==> config.mk <==
export PLATFORM = sky130hd
export DESIGN_NAME = rpc_prefetch_ctrl
export DESIGN_NICKNAME = d
export VERILOG_FILES = /design/src/hdl/rpc_pkg.sv /design/src/hdl/rpc_hold_timer.sv /design/src/hdl/rpc_prefetch_ctrl.sv
export SDC_FILE = /design/constraint.sdc
export NUM_CORES = 1
export LEC_CHECK = 0
export BUFFER_PORTS_ARGS = -buffer_cell sky130_fd_sc_hd__buf_4
export CORE_ASPECT_RATIO = 1.25
export CORE_MARGIN = 5
export CORE_UTILIZATION = 34
export DETAILED_ROUTE_END_ITERATION = 7
export PLACE_DENSITY = 0.54
export SKIP_LAST_GASP = 1
export SYNTH_ARGS = -nofsm -noshare
export SYNTH_HDL_FRONTEND = slang
export SYNTH_SLANG_ARGS = --single-unit
==> constraint.sdc <==
create_clock -name ref_clk -period 3.5 [get_ports ref_clk]
set_input_delay 0.35 -clock ref_clk [delete_from_list [all_inputs] [get_ports ref_clk]]
set_output_delay 0.35 -clock ref_clk [all_outputs]
set_load 0.03 [all_outputs]
==> src/hdl/rpc_pkg.sv <==
package rpc_pkg;

	// Register bus geometry
	localparam int ADDR_W = 8;
	localparam int DATA_W = 32;

	// Register byte offsets
	localparam logic [7:0] OFF_CACHE_PERIOD = 8'hb4;
	localparam logic [7:0] OFF_TIMER_STATUS = 8'hb8;
	localparam logic [7:0] OFF_PREFETCH_CTRL = 8'hbc;
	localparam logic [7:0] OFF_IRQ_STATUS = 8'hd0;
	localparam logic [7:0] OFF_IRQ_MASK = 8'hd4;

	// Reset values
	localparam logic [31:0] RST_CACHE_PERIOD = 32'h0000_0040;
	localparam logic [31:0] RST_TIMER_STATUS = 32'h0000_0000;
	localparam logic [31:0] RST_PREFETCH_CTRL = 32'h0300_0041;
	localparam logic [2:0] RST_IRQ = 3'h0;

	// Prefetch control field positions
	localparam int PLAIN_SEL_BIT = 26;
	localparam int LINE_SEL_BIT = 25;
	localparam int MULTI_SEL_BIT = 24;
	localparam int LINE_FAST_LSB = 18;
	localparam int LINE_SLOW_LSB = 12;
	localparam int MULTI_FAST_LSB = 6;
	localparam int MULTI_SLOW_LSB = 0;
	localparam int LIMIT_W = 6;
	localparam logic [31:0] PREFETCH_WMASK = 32'h07ff_ffff;

	// Timer status and interrupt bit positions
	localparam int RETRY_BIT = 0;
	localparam int HOLD_BIT = 1;
	localparam int DISCARD_BIT = 2;
	localparam int IRQ_W = 3;

	// Prefetch amounts in bytes
	localparam int BYTES_W = 13;
	localparam int CHUNK_SHIFT = 6;
	localparam logic [12:0] DWORD_BYTES = 13'h0004;
	localparam logic [12:0] CACHE_LINE_BYTES = 13'h0040;

	// Read commands seen on the secondary bus
	typedef enum logic [1:0] {
		CMD_PLAIN,
		CMD_LINE,
		CMD_MULTI,
		CMD_OTHER
	} rpc_cmd_e;

	// Hold timer states
	typedef enum logic {
		HOLD_IDLE,
		HOLD_COUNT
	} rpc_hold_e;

endpackage

==> src/hdl/rpc_hold_timer.sv <==
`timescale 1ns/100ps
module rpc_hold_timer (
	// Clock and reset
	input wire logic ref_clk,
	input wire logic rst_n,
	input wire logic ce,
	// Control
	input wire logic start,
	input wire logic cancel,
	input wire logic [31:0] period,
	// Status
	output logic active,
	output logic expire
);
	import rpc_pkg::*;

	rpc_hold_e state;
	rpc_hold_e next_state;
	logic [31:0] remain;
	logic [31:0] next_remain;
	logic next_expire;

	// Countdown of cycles left before cached data is dropped
	always_comb begin
		next_state = state;
		next_remain = remain;
		next_expire = 1'b0;
		case (state)
			HOLD_IDLE: begin
				if (start) begin
					next_state = HOLD_COUNT;
					next_remain = period;
				end
			end
			HOLD_COUNT: begin
				if (start) begin
					next_remain = period; // Fresh fill restarts the window
				end else if (cancel) begin
					next_state = HOLD_IDLE;
				end else if (remain <= 32'h0000_0001) begin
					next_state = HOLD_IDLE;
					next_expire = 1'b1;
				end else begin
					next_remain = remain - 32'h0000_0001;
				end
			end
			default: begin
				next_state = HOLD_IDLE;
			end
		endcase
	end

	// Timer registers
	always_ff @(posedge ref_clk or negedge rst_n) begin
		if (!rst_n) begin
			state <= HOLD_IDLE;
			remain <= 32'h0000_0000;
			expire <= 1'b0;
		end else if (ce) begin
			state <= next_state;
			remain <= next_remain;
			expire <= next_expire;
		end
	end

	assign active = (state == HOLD_COUNT);

endmodule

==> src/hdl/rpc_prefetch_ctrl.sv <==
// Added by the designer: strobed register access.
`timescale 1ns/100ps
// Function
// Drop short-term cached data after the programmed count of clock cycles.
// Timer status bit 2 reads one while the discard timer is expired.
// Timer status bit 0 reads one while the retry timer is expired.
// Plain read fetches one dword, or the line limit when bit 26 set.
// Line read fetches one cacheline, or the line limit when bit 25 set.
// Multiple read fetches two cachelines, or multi limit when bit 24 set.
// Limit fields count 64-byte chunks, zero meaning 64 bytes.
// Line limit for fast bus sits in bits 23:18, reset zero.
// Line limit for slow bus sits in bits 17:12, reset zero.
// Multi limit for fast bus sits in bits 11:6, reset one.
// Multi limit for slow bus sits in bits 5:0, reset one.
// Fast or slow limit follows the current secondary bus speed.
module rpc_prefetch_ctrl (
	// Clock, reset and enable
	input wire logic ref_clk,
	input wire logic rst_n,
	input wire logic ce,
	// Register port
	input wire logic [rpc_pkg::ADDR_W-1:0] regAddr,
	input wire logic [rpc_pkg::DATA_W-1:0] regWdata,
	input wire logic regWr,
	input wire logic regRd,
	output logic [rpc_pkg::DATA_W-1:0] regRdata,
	// Secondary bus state
	input wire logic busFast,
	input wire logic discardTimerIn,
	input wire logic retryTimerIn,
	// Read request from a bus master
	input wire logic reqValid,
	input wire rpc_pkg::rpc_cmd_e reqCmd,
	output logic grantValid,
	output logic [rpc_pkg::BYTES_W-1:0] grantBytes,
	// Short-term cache
	input wire logic cacheFill,
	input wire logic cacheTaken,
	output logic cacheValid,
	output logic cacheDiscard,
	// Interrupt
	output logic irq
);
	import rpc_pkg::*;

	logic [31:0] cache_hold_cycles;
	logic [31:0] next_cache_hold_cycles;
	logic [31:0] prefetchCtrl;
	logic [31:0] next_prefetchCtrl;
	logic [IRQ_W-1:0] irqStatus;
	logic [IRQ_W-1:0] next_irqStatus;
	logic [IRQ_W-1:0] irqMask;
	logic [IRQ_W-1:0] next_irqMask;
	logic [31:0] next_regRdata;
	logic next_irq;

	logic discard_timer_expired;
	logic retry_timer_expired;
	logic discardPrev;
	logic retryPrev;
	logic [IRQ_W-1:0] events;

	logic plain_read_prefetch_sel;
	logic line_read_prefetch_sel;
	logic multi_read_prefetch_sel;
	logic [LIMIT_W-1:0] line_read_limit_fast;
	logic [LIMIT_W-1:0] line_read_limit_slow;
	logic [LIMIT_W-1:0] multi_read_limit_fast;
	logic [LIMIT_W-1:0] multi_read_limit_slow;
	logic [LIMIT_W-1:0] lineLimit;
	logic [LIMIT_W-1:0] multiLimit;
	logic [BYTES_W-1:0] lineLimitBytes;
	logic [BYTES_W-1:0] multiLimitBytes;
	logic next_grantValid;
	logic [BYTES_W-1:0] next_grantBytes;

	logic holdActive;
	logic holdExpire;
	logic next_cacheValid;
	logic next_cacheDiscard;

	// Field views of the prefetch control register
	assign plain_read_prefetch_sel = prefetchCtrl[PLAIN_SEL_BIT];
	assign line_read_prefetch_sel = prefetchCtrl[LINE_SEL_BIT];
	assign multi_read_prefetch_sel = prefetchCtrl[MULTI_SEL_BIT];
	assign line_read_limit_fast =
		prefetchCtrl[LINE_FAST_LSB +: LIMIT_W];
	assign line_read_limit_slow =
		prefetchCtrl[LINE_SLOW_LSB +: LIMIT_W];
	assign multi_read_limit_fast =
		prefetchCtrl[MULTI_FAST_LSB +: LIMIT_W];
	assign multi_read_limit_slow =
		prefetchCtrl[MULTI_SLOW_LSB +: LIMIT_W];

	// Pick the limit set matching the current bus speed
	assign lineLimit = busFast ? line_read_limit_fast
		: line_read_limit_slow;
	assign multiLimit = busFast ? multi_read_limit_fast
		: multi_read_limit_slow;

	// Chunk count to bytes: (field + 1) * 64
	assign lineLimitBytes =
		BYTES_W'({1'b0, lineLimit} + 7'h01) << CHUNK_SHIFT;
	assign multiLimitBytes =
		BYTES_W'({1'b0, multiLimit} + 7'h01) << CHUNK_SHIFT;

	// Live expiry levels of the external timers
	assign discard_timer_expired = discardTimerIn;
	assign retry_timer_expired = retryTimerIn;

	// Rising edges of the timers and a cache drop raise events
	always_comb begin
		events = '0;
		events[RETRY_BIT] = retryTimerIn && !retryPrev;
		events[DISCARD_BIT] = discardTimerIn && !discardPrev;
		events[HOLD_BIT] = holdExpire;
	end

	// Prefetch amount decided per command
	always_comb begin
		next_grantValid = 1'b0;
		next_grantBytes = grantBytes;
		if (reqValid) begin
			case (reqCmd)
				CMD_PLAIN: begin
					next_grantValid = 1'b1;
					next_grantBytes = plain_read_prefetch_sel
						? lineLimitBytes : DWORD_BYTES;
				end
				CMD_LINE: begin
					next_grantValid = 1'b1;
					next_grantBytes = line_read_prefetch_sel
						? lineLimitBytes : CACHE_LINE_BYTES;
				end
				CMD_MULTI: begin
					next_grantValid = 1'b1;
					next_grantBytes = multi_read_prefetch_sel
						? multiLimitBytes
						: BYTES_W'(CACHE_LINE_BYTES << 1);
				end
				default: begin
					next_grantValid = 1'b0;
				end
			endcase
		end
	end

	// Short-term cache hold window
	rpc_hold_timer u_hold (
		.ref_clk(ref_clk),
		.rst_n(rst_n),
		.ce(ce),
		.start(cacheFill),
		.cancel(cacheTaken),
		.period(cache_hold_cycles),
		.active(holdActive),
		.expire(holdExpire)
	);

	// Cache outputs follow the hold timer
	always_comb begin
		next_cacheValid = holdActive;
		next_cacheDiscard = holdExpire;
	end

	// Register writes, sticky status and read data
	always_comb begin
		next_cache_hold_cycles = cache_hold_cycles;
		next_prefetchCtrl = prefetchCtrl;
		next_irqMask = irqMask;
		next_irqStatus = irqStatus;
		next_regRdata = 32'h0000_0000;
		if (regWr) begin
			case (regAddr)
				OFF_CACHE_PERIOD: begin
					next_cache_hold_cycles = regWdata;
				end
				OFF_PREFETCH_CTRL: begin
					next_prefetchCtrl = regWdata & PREFETCH_WMASK;
				end
				OFF_IRQ_STATUS: begin
					next_irqStatus = irqStatus & ~regWdata[IRQ_W-1:0];
				end
				OFF_IRQ_MASK: begin
					next_irqMask = regWdata[IRQ_W-1:0];
				end
				default: begin
					next_irqMask = irqMask; // Unmapped writes ignored
				end
			endcase
		end
		// New events win over a clear in the same cycle
		next_irqStatus = next_irqStatus | events;
		if (regRd) begin
			case (regAddr)
				OFF_CACHE_PERIOD: begin
					next_regRdata = cache_hold_cycles;
				end
				OFF_TIMER_STATUS: begin
					next_regRdata[DISCARD_BIT] =
						discard_timer_expired;
					next_regRdata[RETRY_BIT] = retry_timer_expired;
				end
				OFF_PREFETCH_CTRL: begin
					next_regRdata = prefetchCtrl;
				end
				OFF_IRQ_STATUS: begin
					next_regRdata[IRQ_W-1:0] = irqStatus;
				end
				OFF_IRQ_MASK: begin
					next_regRdata[IRQ_W-1:0] = irqMask;
				end
				default: begin
					next_regRdata = 32'h0000_0000;
				end
			endcase
		end
		next_irq = |(next_irqStatus & next_irqMask);
	end

	// State registers, frozen while the enable is low
	always_ff @(posedge ref_clk or negedge rst_n) begin
		if (!rst_n) begin
			cache_hold_cycles <= RST_CACHE_PERIOD;
			prefetchCtrl <= RST_PREFETCH_CTRL;
			irqStatus <= RST_IRQ;
			irqMask <= RST_IRQ;
			regRdata <= 32'h0000_0000;
			irq <= 1'b0;
			discardPrev <= 1'b0;
			retryPrev <= 1'b0;
			grantValid <= 1'b0;
			grantBytes <= '0;
			cacheValid <= 1'b0;
			cacheDiscard <= 1'b0;
		end else if (ce) begin
			cache_hold_cycles <= next_cache_hold_cycles;
			prefetchCtrl <= next_prefetchCtrl;
			irqStatus <= next_irqStatus;
			irqMask <= next_irqMask;
			regRdata <= next_regRdata;
			irq <= next_irq;
			discardPrev <= discardTimerIn;
			retryPrev <= retryTimerIn;
			grantValid <= next_grantValid;
			grantBytes <= next_grantBytes;
			cacheValid <= next_cacheValid;
			cacheDiscard <= next_cacheDiscard;
		end
	end

endmodule

After elaboration in Yosys (flattened, before gate mapping)
Index checks and enable logic that the tools add are counted.
{"block": "classes", "n_addsub": 3, "multipliers": 0, "n_div": 0, "order_cmp": 1, "n_eq_ne": 10, "n_shift": 0, "muxes": 31, "bitwise": 5, "n_reduce_logical": 12}
{"operator": "two-way mux 32 bit", "n": 5}
{"operator": "case mux 32 bit (2 select lines)", "n": 1}
{"operator": "case mux 29 bit (2 select lines)", "n": 1}
{"operator": "== test 8 bit (second input constant)", "n": 5}
{"operator": "two-way mux 13 bit", "n": 3}
{"operator": "case mux 13 bit (3 select lines)", "n": 1}
{"operator": "less-or-equal comparator 32 x 1 -> 1 bit (second input constant)", "n": 1}
{"operator": "subtractor 32 x 1 -> 32 bit (second input constant)", "n": 1}
{"operator": "adder 6 x 1 -> 7 bit (second input constant)", "n": 2}
{"operator": "two-way mux 3 bit", "n": 4}
{"operator": "two-way mux 6 bit", "n": 2}
{"operator": "two-way mux 1 bit", "n": 10}
{"operator": "case mux 1 bit (5 select lines)", "n": 2}
{"operator": "AND reduction 3 bit", "n": 3}
{"operator": "AND 3 bit", "n": 2}
{"operator": "inequality test 3 bit (second input constant)", "n": 2}
{"operator": "OR reduction 3 bit", "n": 2}
{"operator": "case mux 1 bit (4 select lines)", "n": 1}
{"operator": "AND reduction 4 bit", "n": 1}
{"operator": "NOT 3 bit", "n": 1}
{"operator": "bitwise OR 3 bit", "n": 1}
{"operator": "nonzero test 3 bit", "n": 1}
{"operator": "== test 2 x 1 -> 1 bit (second input constant)", "n": 1}
{"operator": "== test 2 bit (second input constant)", "n": 1}
{"operator": "other kinds (6)", "n": 8}
{"block": "word_totals", "ff_bits": 150, "latch_bits": 0, "ram_bits": 0, "mem_bits_ro": 0, "inputBits": 53, "n_memories": 0}

Longest topological paths before layout
{"block": "logic_depth", "ltp_word": 7, "mapped_depth": 8, "ltp_nobuf": 7}

Cells and area by module
From an unflattened synthesis, not the netlist that was laid out.
{"block": "hier_totals", "hier_cells": 677, "area_unflattened_um2": 7713.6}
{"mod": "rpc_prefetch_ctrl", "instances": 1, "cells_each": 406, "area_per_inst_um2": 5466.5, "seq_area_each_um2": 2783.9}
{"mod": "rpc_hold_timer", "instances": 1, "cells_each": 271, "area_per_inst_um2": 2247.2, "seq_area_each_um2": 850.8}

Worst setup path before layout
OpenSTA, ideal clock, no wires.
{"block": "synth_timing", "path_type": "register to register", "startpoint": "register u_hold.remain[0]", "endpoint": "register u_hold.remain[26]", "t_arrival_ps": 2058, "t_required_ps": 3379, "path_slack_ps": 1321, "stages_incl_launch_ff": 8, "path_buffers": 0, "synth_period_minus_slack_ps": 2179, "path_cell_list": "dfrtp_1 inv_1 ha_1 nor3b_1 nand3_1 or4_1 o22a_1 o22a_1"}
{"block": "synth_between", "elab_chain_len": 5, "elab_cells_between_ends": 8, "cone_classes": "add/sub: 1; order compare: 1; eq/ne: 1; mux: 4; reduce/logical: 1"}
{"item": "start, declared", "line": "rpc_hold_timer.sv:19", "source": "logic [31:0] remain;"}
{"item": "start signal, assigned", "line": "rpc_hold_timer.sv:61", "source": "remain <= next_remain;"}
{"item": "subtractor 32 x 1 -> 32 bit", "line": "rpc_hold_timer.sv:44", "source": "next_remain = remain - 32'h0000_0001;"}
{"item": "two-way mux 32 bit", "line": "rpc_hold_timer.sv:40", "source": "end else if (remain <= 32'h0000_0001) begin"}
{"item": "two-way mux 32 bit", "line": "rpc_hold_timer.sv:38", "source": "end else if (cancel) begin"}
{"item": "two-way mux 32 bit", "line": "rpc_hold_timer.sv:36", "source": "if (start) begin"}
{"item": "case mux 32 bit (2 select lines)", "line": "rpc_hold_timer.sv:28", "source": "case (state)"}
Several ways; a longest one is shown, not always the timed one. The select of a mux whose other input is x is not followed.
A chain may end at the register's enable or synchronous reset.

Final worst setup path
Ends and elaborated chain as after synthesis.

==> results.txt <==
After clock tree synthesis, the flow added hold-fix buffers numbering 1. For this run, design rule violations remaining after detail routing come to 0. The longest individual stage delay on the worst path came out at 0.49 ns. The cell with the most instances after synthesis is sky130_fd_sc_hd__dfrtp_1. Setup repair after global routing left no endpoint under its margin. In this run the worst path has a maximum fanout of 5. The worst-case IR drop observed on VDD is 0.304 mV. The mapped netlist covers 7440 sq um. The hold violation total from the final report came out at 0. The number of warnings reported in the yosys synthesis log is 0. The worst register-to-register path ends at u_hold.remain[26]. In this run the horizontal extent of the chip is 142 microns.

The reported max-cap violation count is 0. The setup clock skew after layout is 0.0118 ns. The largest area contributor in the netlist is sky130_fd_sc_hd__dfrtp_1. The clock latency on the worst-skew pair came out at 0.42 ns.

The total number of placement rows is 60. The worst hold path terminates at cache_hold_cycles[29]. The cell that appears most often on the critical path is sky130_fd_sc_hd__o22a_1.

The via count is 5,736. The total wire length after detailed routing came out at 19.4 mm. The maximum number of pins on one net before global-route repair is 64. The required time of the critical path is 3.81 ns. The arrival time at the worst endpoint is 2.73 ns. The number of buffers and inverters on the critical path is 1. The area share of the leading cell type in the synthesized netlist came out at 47.1%. The analysis attributes to cell leakage a power of 3.99 nW. Across every metal layer, demand over resource in global routing totals 15.8%.

The transition time at the pin with the least slew margin is 0.997 ns. The share of the yosys chip area belonging to registers came out at 48.9%. Counting instances in the post-synthesis netlist gives the leading cell types as 140 x sky130_fd_sc_hd__dfrtp_1, 71 x sky130_fd_sc_hd__mux2_2, 49 x sky130_fd_sc_hd__o21ai_0, 44 x sky130_fd_sc_hd__inv_1, 40 x sky130_fd_sc_hd__nor2_1.

The number of global-route vias before repair is 5,780. The kind of cell adding the most delay to the critical path is simple AND/OR/NAND/NOR gates. Timing would allow up to 0.414 GHz. The average footprint of a synthesized cell is 10.5 sq um.

Setup violations remaining at the end of the flow were counted as 0. The cell area power density is 466 nW/um^2. Detailed placement finished with a half-perimeter wire length of 13.7 mm. The min-delay analysis places its worst path in the category input port to flop.

The share of cells above drive strength 1 came out at 28.1%. The die area is 25,000 sq um. The post-layout total power came out at 0.00418 W. The via-per-instance ratio is 5.28. Clock tree synthesis inserted a total of 17 buffers. The number of top-level pins is 102. The number of antenna violations at the first check in global routing is 0. The number of gates resized after cts came out at 0. Synthesis handed over a netlist of 709 instances.

The ratio of final minimum period to clock period is 69.1%. The maximum clock insertion buffer count came out at 2. Counting flops with a built-in enable in the synthesized netlist gives 0. After the last flow step, the layout net total stands at 854. The worst setup path is captured at a flop.

Measured against its own limit, the worst slew margin works out to 33.4%. The per-cell routed wire length is 17.8 microns. The highest-delay cell along the critical path is sky130_fd_sc_hd__or4_1. The number of nets with antenna violations after routing came out at 0.

The clock drives 145 sinks. Global routing finished with a remaining overflow of 0. The signal on the critical path passes through inv_1 > ha_1 > nor3b_1 > nand3_1 > or4_1 > o22a_1 > o22a_1. The area growth from synthesis to final layout is 20.6%. TritonCTS built the clock tree.

The count of final max-slew check failures is 0. The number of cells traversed by the worst register-to-register path is 7. The fraction of registers with async set/reset came out at 100%. The source of the worst hold timing path is regWdata[29]. The leading register cell type out of synthesis is sky130_fd_sc_hd__dfrtp_1. The starting density of the core came out at 34.5%. The number of stages on the worst hold path is 2. The run finished with clean final reports. The tree is rooted in a sky130_fd_sc_hd__clkbuf_16. The total area inside the core boundary comes to 21,500 sq um. The number of register bits inferred by synthesis came out at 145. The first-pass detailed-route iteration total came out at 5. The origin of the critical flop-to-flop path is u_hold.remain[0]. The violation count after the first detailed-routing iteration is 289.

Sorting the synthesized cells by area gives the leading types as sky130_fd_sc_hd__dfrtp_1 47%, sky130_fd_sc_hd__mux2_2 11%, sky130_fd_sc_hd__a22oi_1 3.4%, sky130_fd_sc_hd__o21ai_0 3.3%, sky130_fd_sc_hd__o22ai_1 2.8%. The setup check on the worst reg-to-reg path leaves a slack of 1.08 ns. STA classifies the critical path startpoint as a flop. The worst setup path is of the flop to flop kind.

The first global-routing pass estimated 31.4 mm of wire. The number of setup buffers added after CTS is 0. The maximum level of the CTS H-tree came out at 4.

The height of the die is 175 microns. The shortest period the worst path allows came out at 2.42 ns. 0 antenna diodes ended up in the layout. At the end of routability-driven placement, the weighted congestion stood at 0.795. Clock-pin slew was measured on the worst setup and hold paths at 0.06 ns. For the final routed database, the setup TNS stands at 0 ns. Input and output buffers added on the ports amount to 96. Yosys mapped the design onto 62 distinct sky130hd cell types.
==> worst max path at each step <==
stage,start,endpoint,slack [ns],depth (start not counted)
3_5_place_dp,u_hold.remain[0],u_hold.remain[26],1.08,7
6_report,u_hold.remain[0],u_hold.remain[26],1.08,7
5_1_grt,u_hold.remain[0],u_hold.remain[26],0.84,7
3_3_place_gp,u_hold.remain[26],u_hold.remain[16],1.16,6
2_1_floorplan,u_hold.remain[0],u_hold.remain[26],1.32,7
4_1_cts,u_hold.remain[0],u_hold.remain[26],1.09,7
==> metal layers <==
metal | GRT usage (%) | wire (microns)
met1 | 20.3 | 8590
met2 | 26.4 | 9560
met3 | 3.05 | 785
met4 | 5.64 | 436
met5 | 0 | 0
==> worst register-to-register path, cell delays in order, from the launching register on <==
cell and delay [ns]:
sky130_fd_sc_hd__dfrtp_1 0.41, sky130_fd_sc_hd__inv_1 0.10, sky130_fd_sc_hd__ha_1 0.22, sky130_fd_sc_hd__nor3b_1 0.43
sky130_fd_sc_hd__nand3_1 0.28, sky130_fd_sc_hd__or4_1 0.49, sky130_fd_sc_hd__o22a_1 0.20, sky130_fd_sc_hd__o22a_1 0.19
==> registers in the layout (all words and copies together), names as in the netlist, 3 cells and up <==
register and count:
grantBytes 8, irqMask 3, cache_hold_cycles 32, u_hold.remain 32
regRdata 32, prefetchCtrl 27, irqStatus 3
==> report_power, final <==
group / switching (W) / internal [W]
Sequential: 0.0000913 / 0.00175
Combinational: 0.000340 / 0.000220
Clock: 0.000726 / 0.00105
==> cell families (layout without fill, tap and decap cells) <==
group	count (synthesis)	in the layout	synth area share (%)
buffers and inverters	91	185	5.50
DFF	145	145	48.9
xor gates and xnor gates	9	9	1.06
muxes	84	84	12.5
adders and majority gates	7	7	1.18
other	1	5	0.0504
AOI/OAI and AO/OA	204	204	18.0
and+or+nand+nor	168	168	12.8
==> area by class of cell <==
cell class                 count  area (sq um)
inverter                      44           165
clock buffer                  20           437
fill                        2103         12600
multi-input combinational    477          3420
sequential                   145          3630
tap                          279           349
clock inverter                12           133
timing repair buffer         109           837
==> per-stage QoR <==
stage               setup slack [ns]  cell area, sq um  utilization (%)  cells  hold slack (ns)
global placement                1.16              8390             38.9   1053            0.340
floorplan                       1.32              7450                -    713           0.0544
global route                   0.844              8970             41.6   1086            0.149
detailed placement              1.08              8390             38.9   1053            0.339
finish                          1.08              8970             41.6   1086            0.162
CTS                             1.09              8970             41.6   1086            0.140
==> cells in the final DEF (no fill, tap or decap), types with 6 or more instances in the layout <==
cell	instances
sky130_fd_sc_hd__a22oi_1	34
sky130_fd_sc_hd__clkbuf_16	17
sky130_fd_sc_hd__nor2_1	39
sky130_fd_sc_hd__o21ai_0	49
sky130_fd_sc_hd__nand3b_1	7
sky130_fd_sc_hd__nand4_1	7
sky130_fd_sc_hd__buf_4	106
sky130_fd_sc_hd__o22ai_1	33
sky130_fd_sc_hd__dfrtp_1	140
sky130_fd_sc_hd__a21oi_1	33
sky130_fd_sc_hd__nor3_1	16
sky130_fd_sc_hd__nor4_1	11
sky130_fd_sc_hd__mux2i_1	13
sky130_fd_sc_hd__inv_1	44
sky130_fd_sc_hd__nand2_1	30
sky130_fd_sc_hd__o22a_1	15
sky130_fd_sc_hd__ha_1	7
sky130_fd_sc_hd__a31oi_1	9
sky130_fd_sc_hd__xnor2_1	6
sky130_fd_sc_hd__mux2_2	71
sky130_fd_sc_hd__nand3_1	13
Power figures use the tool's default switching activity.
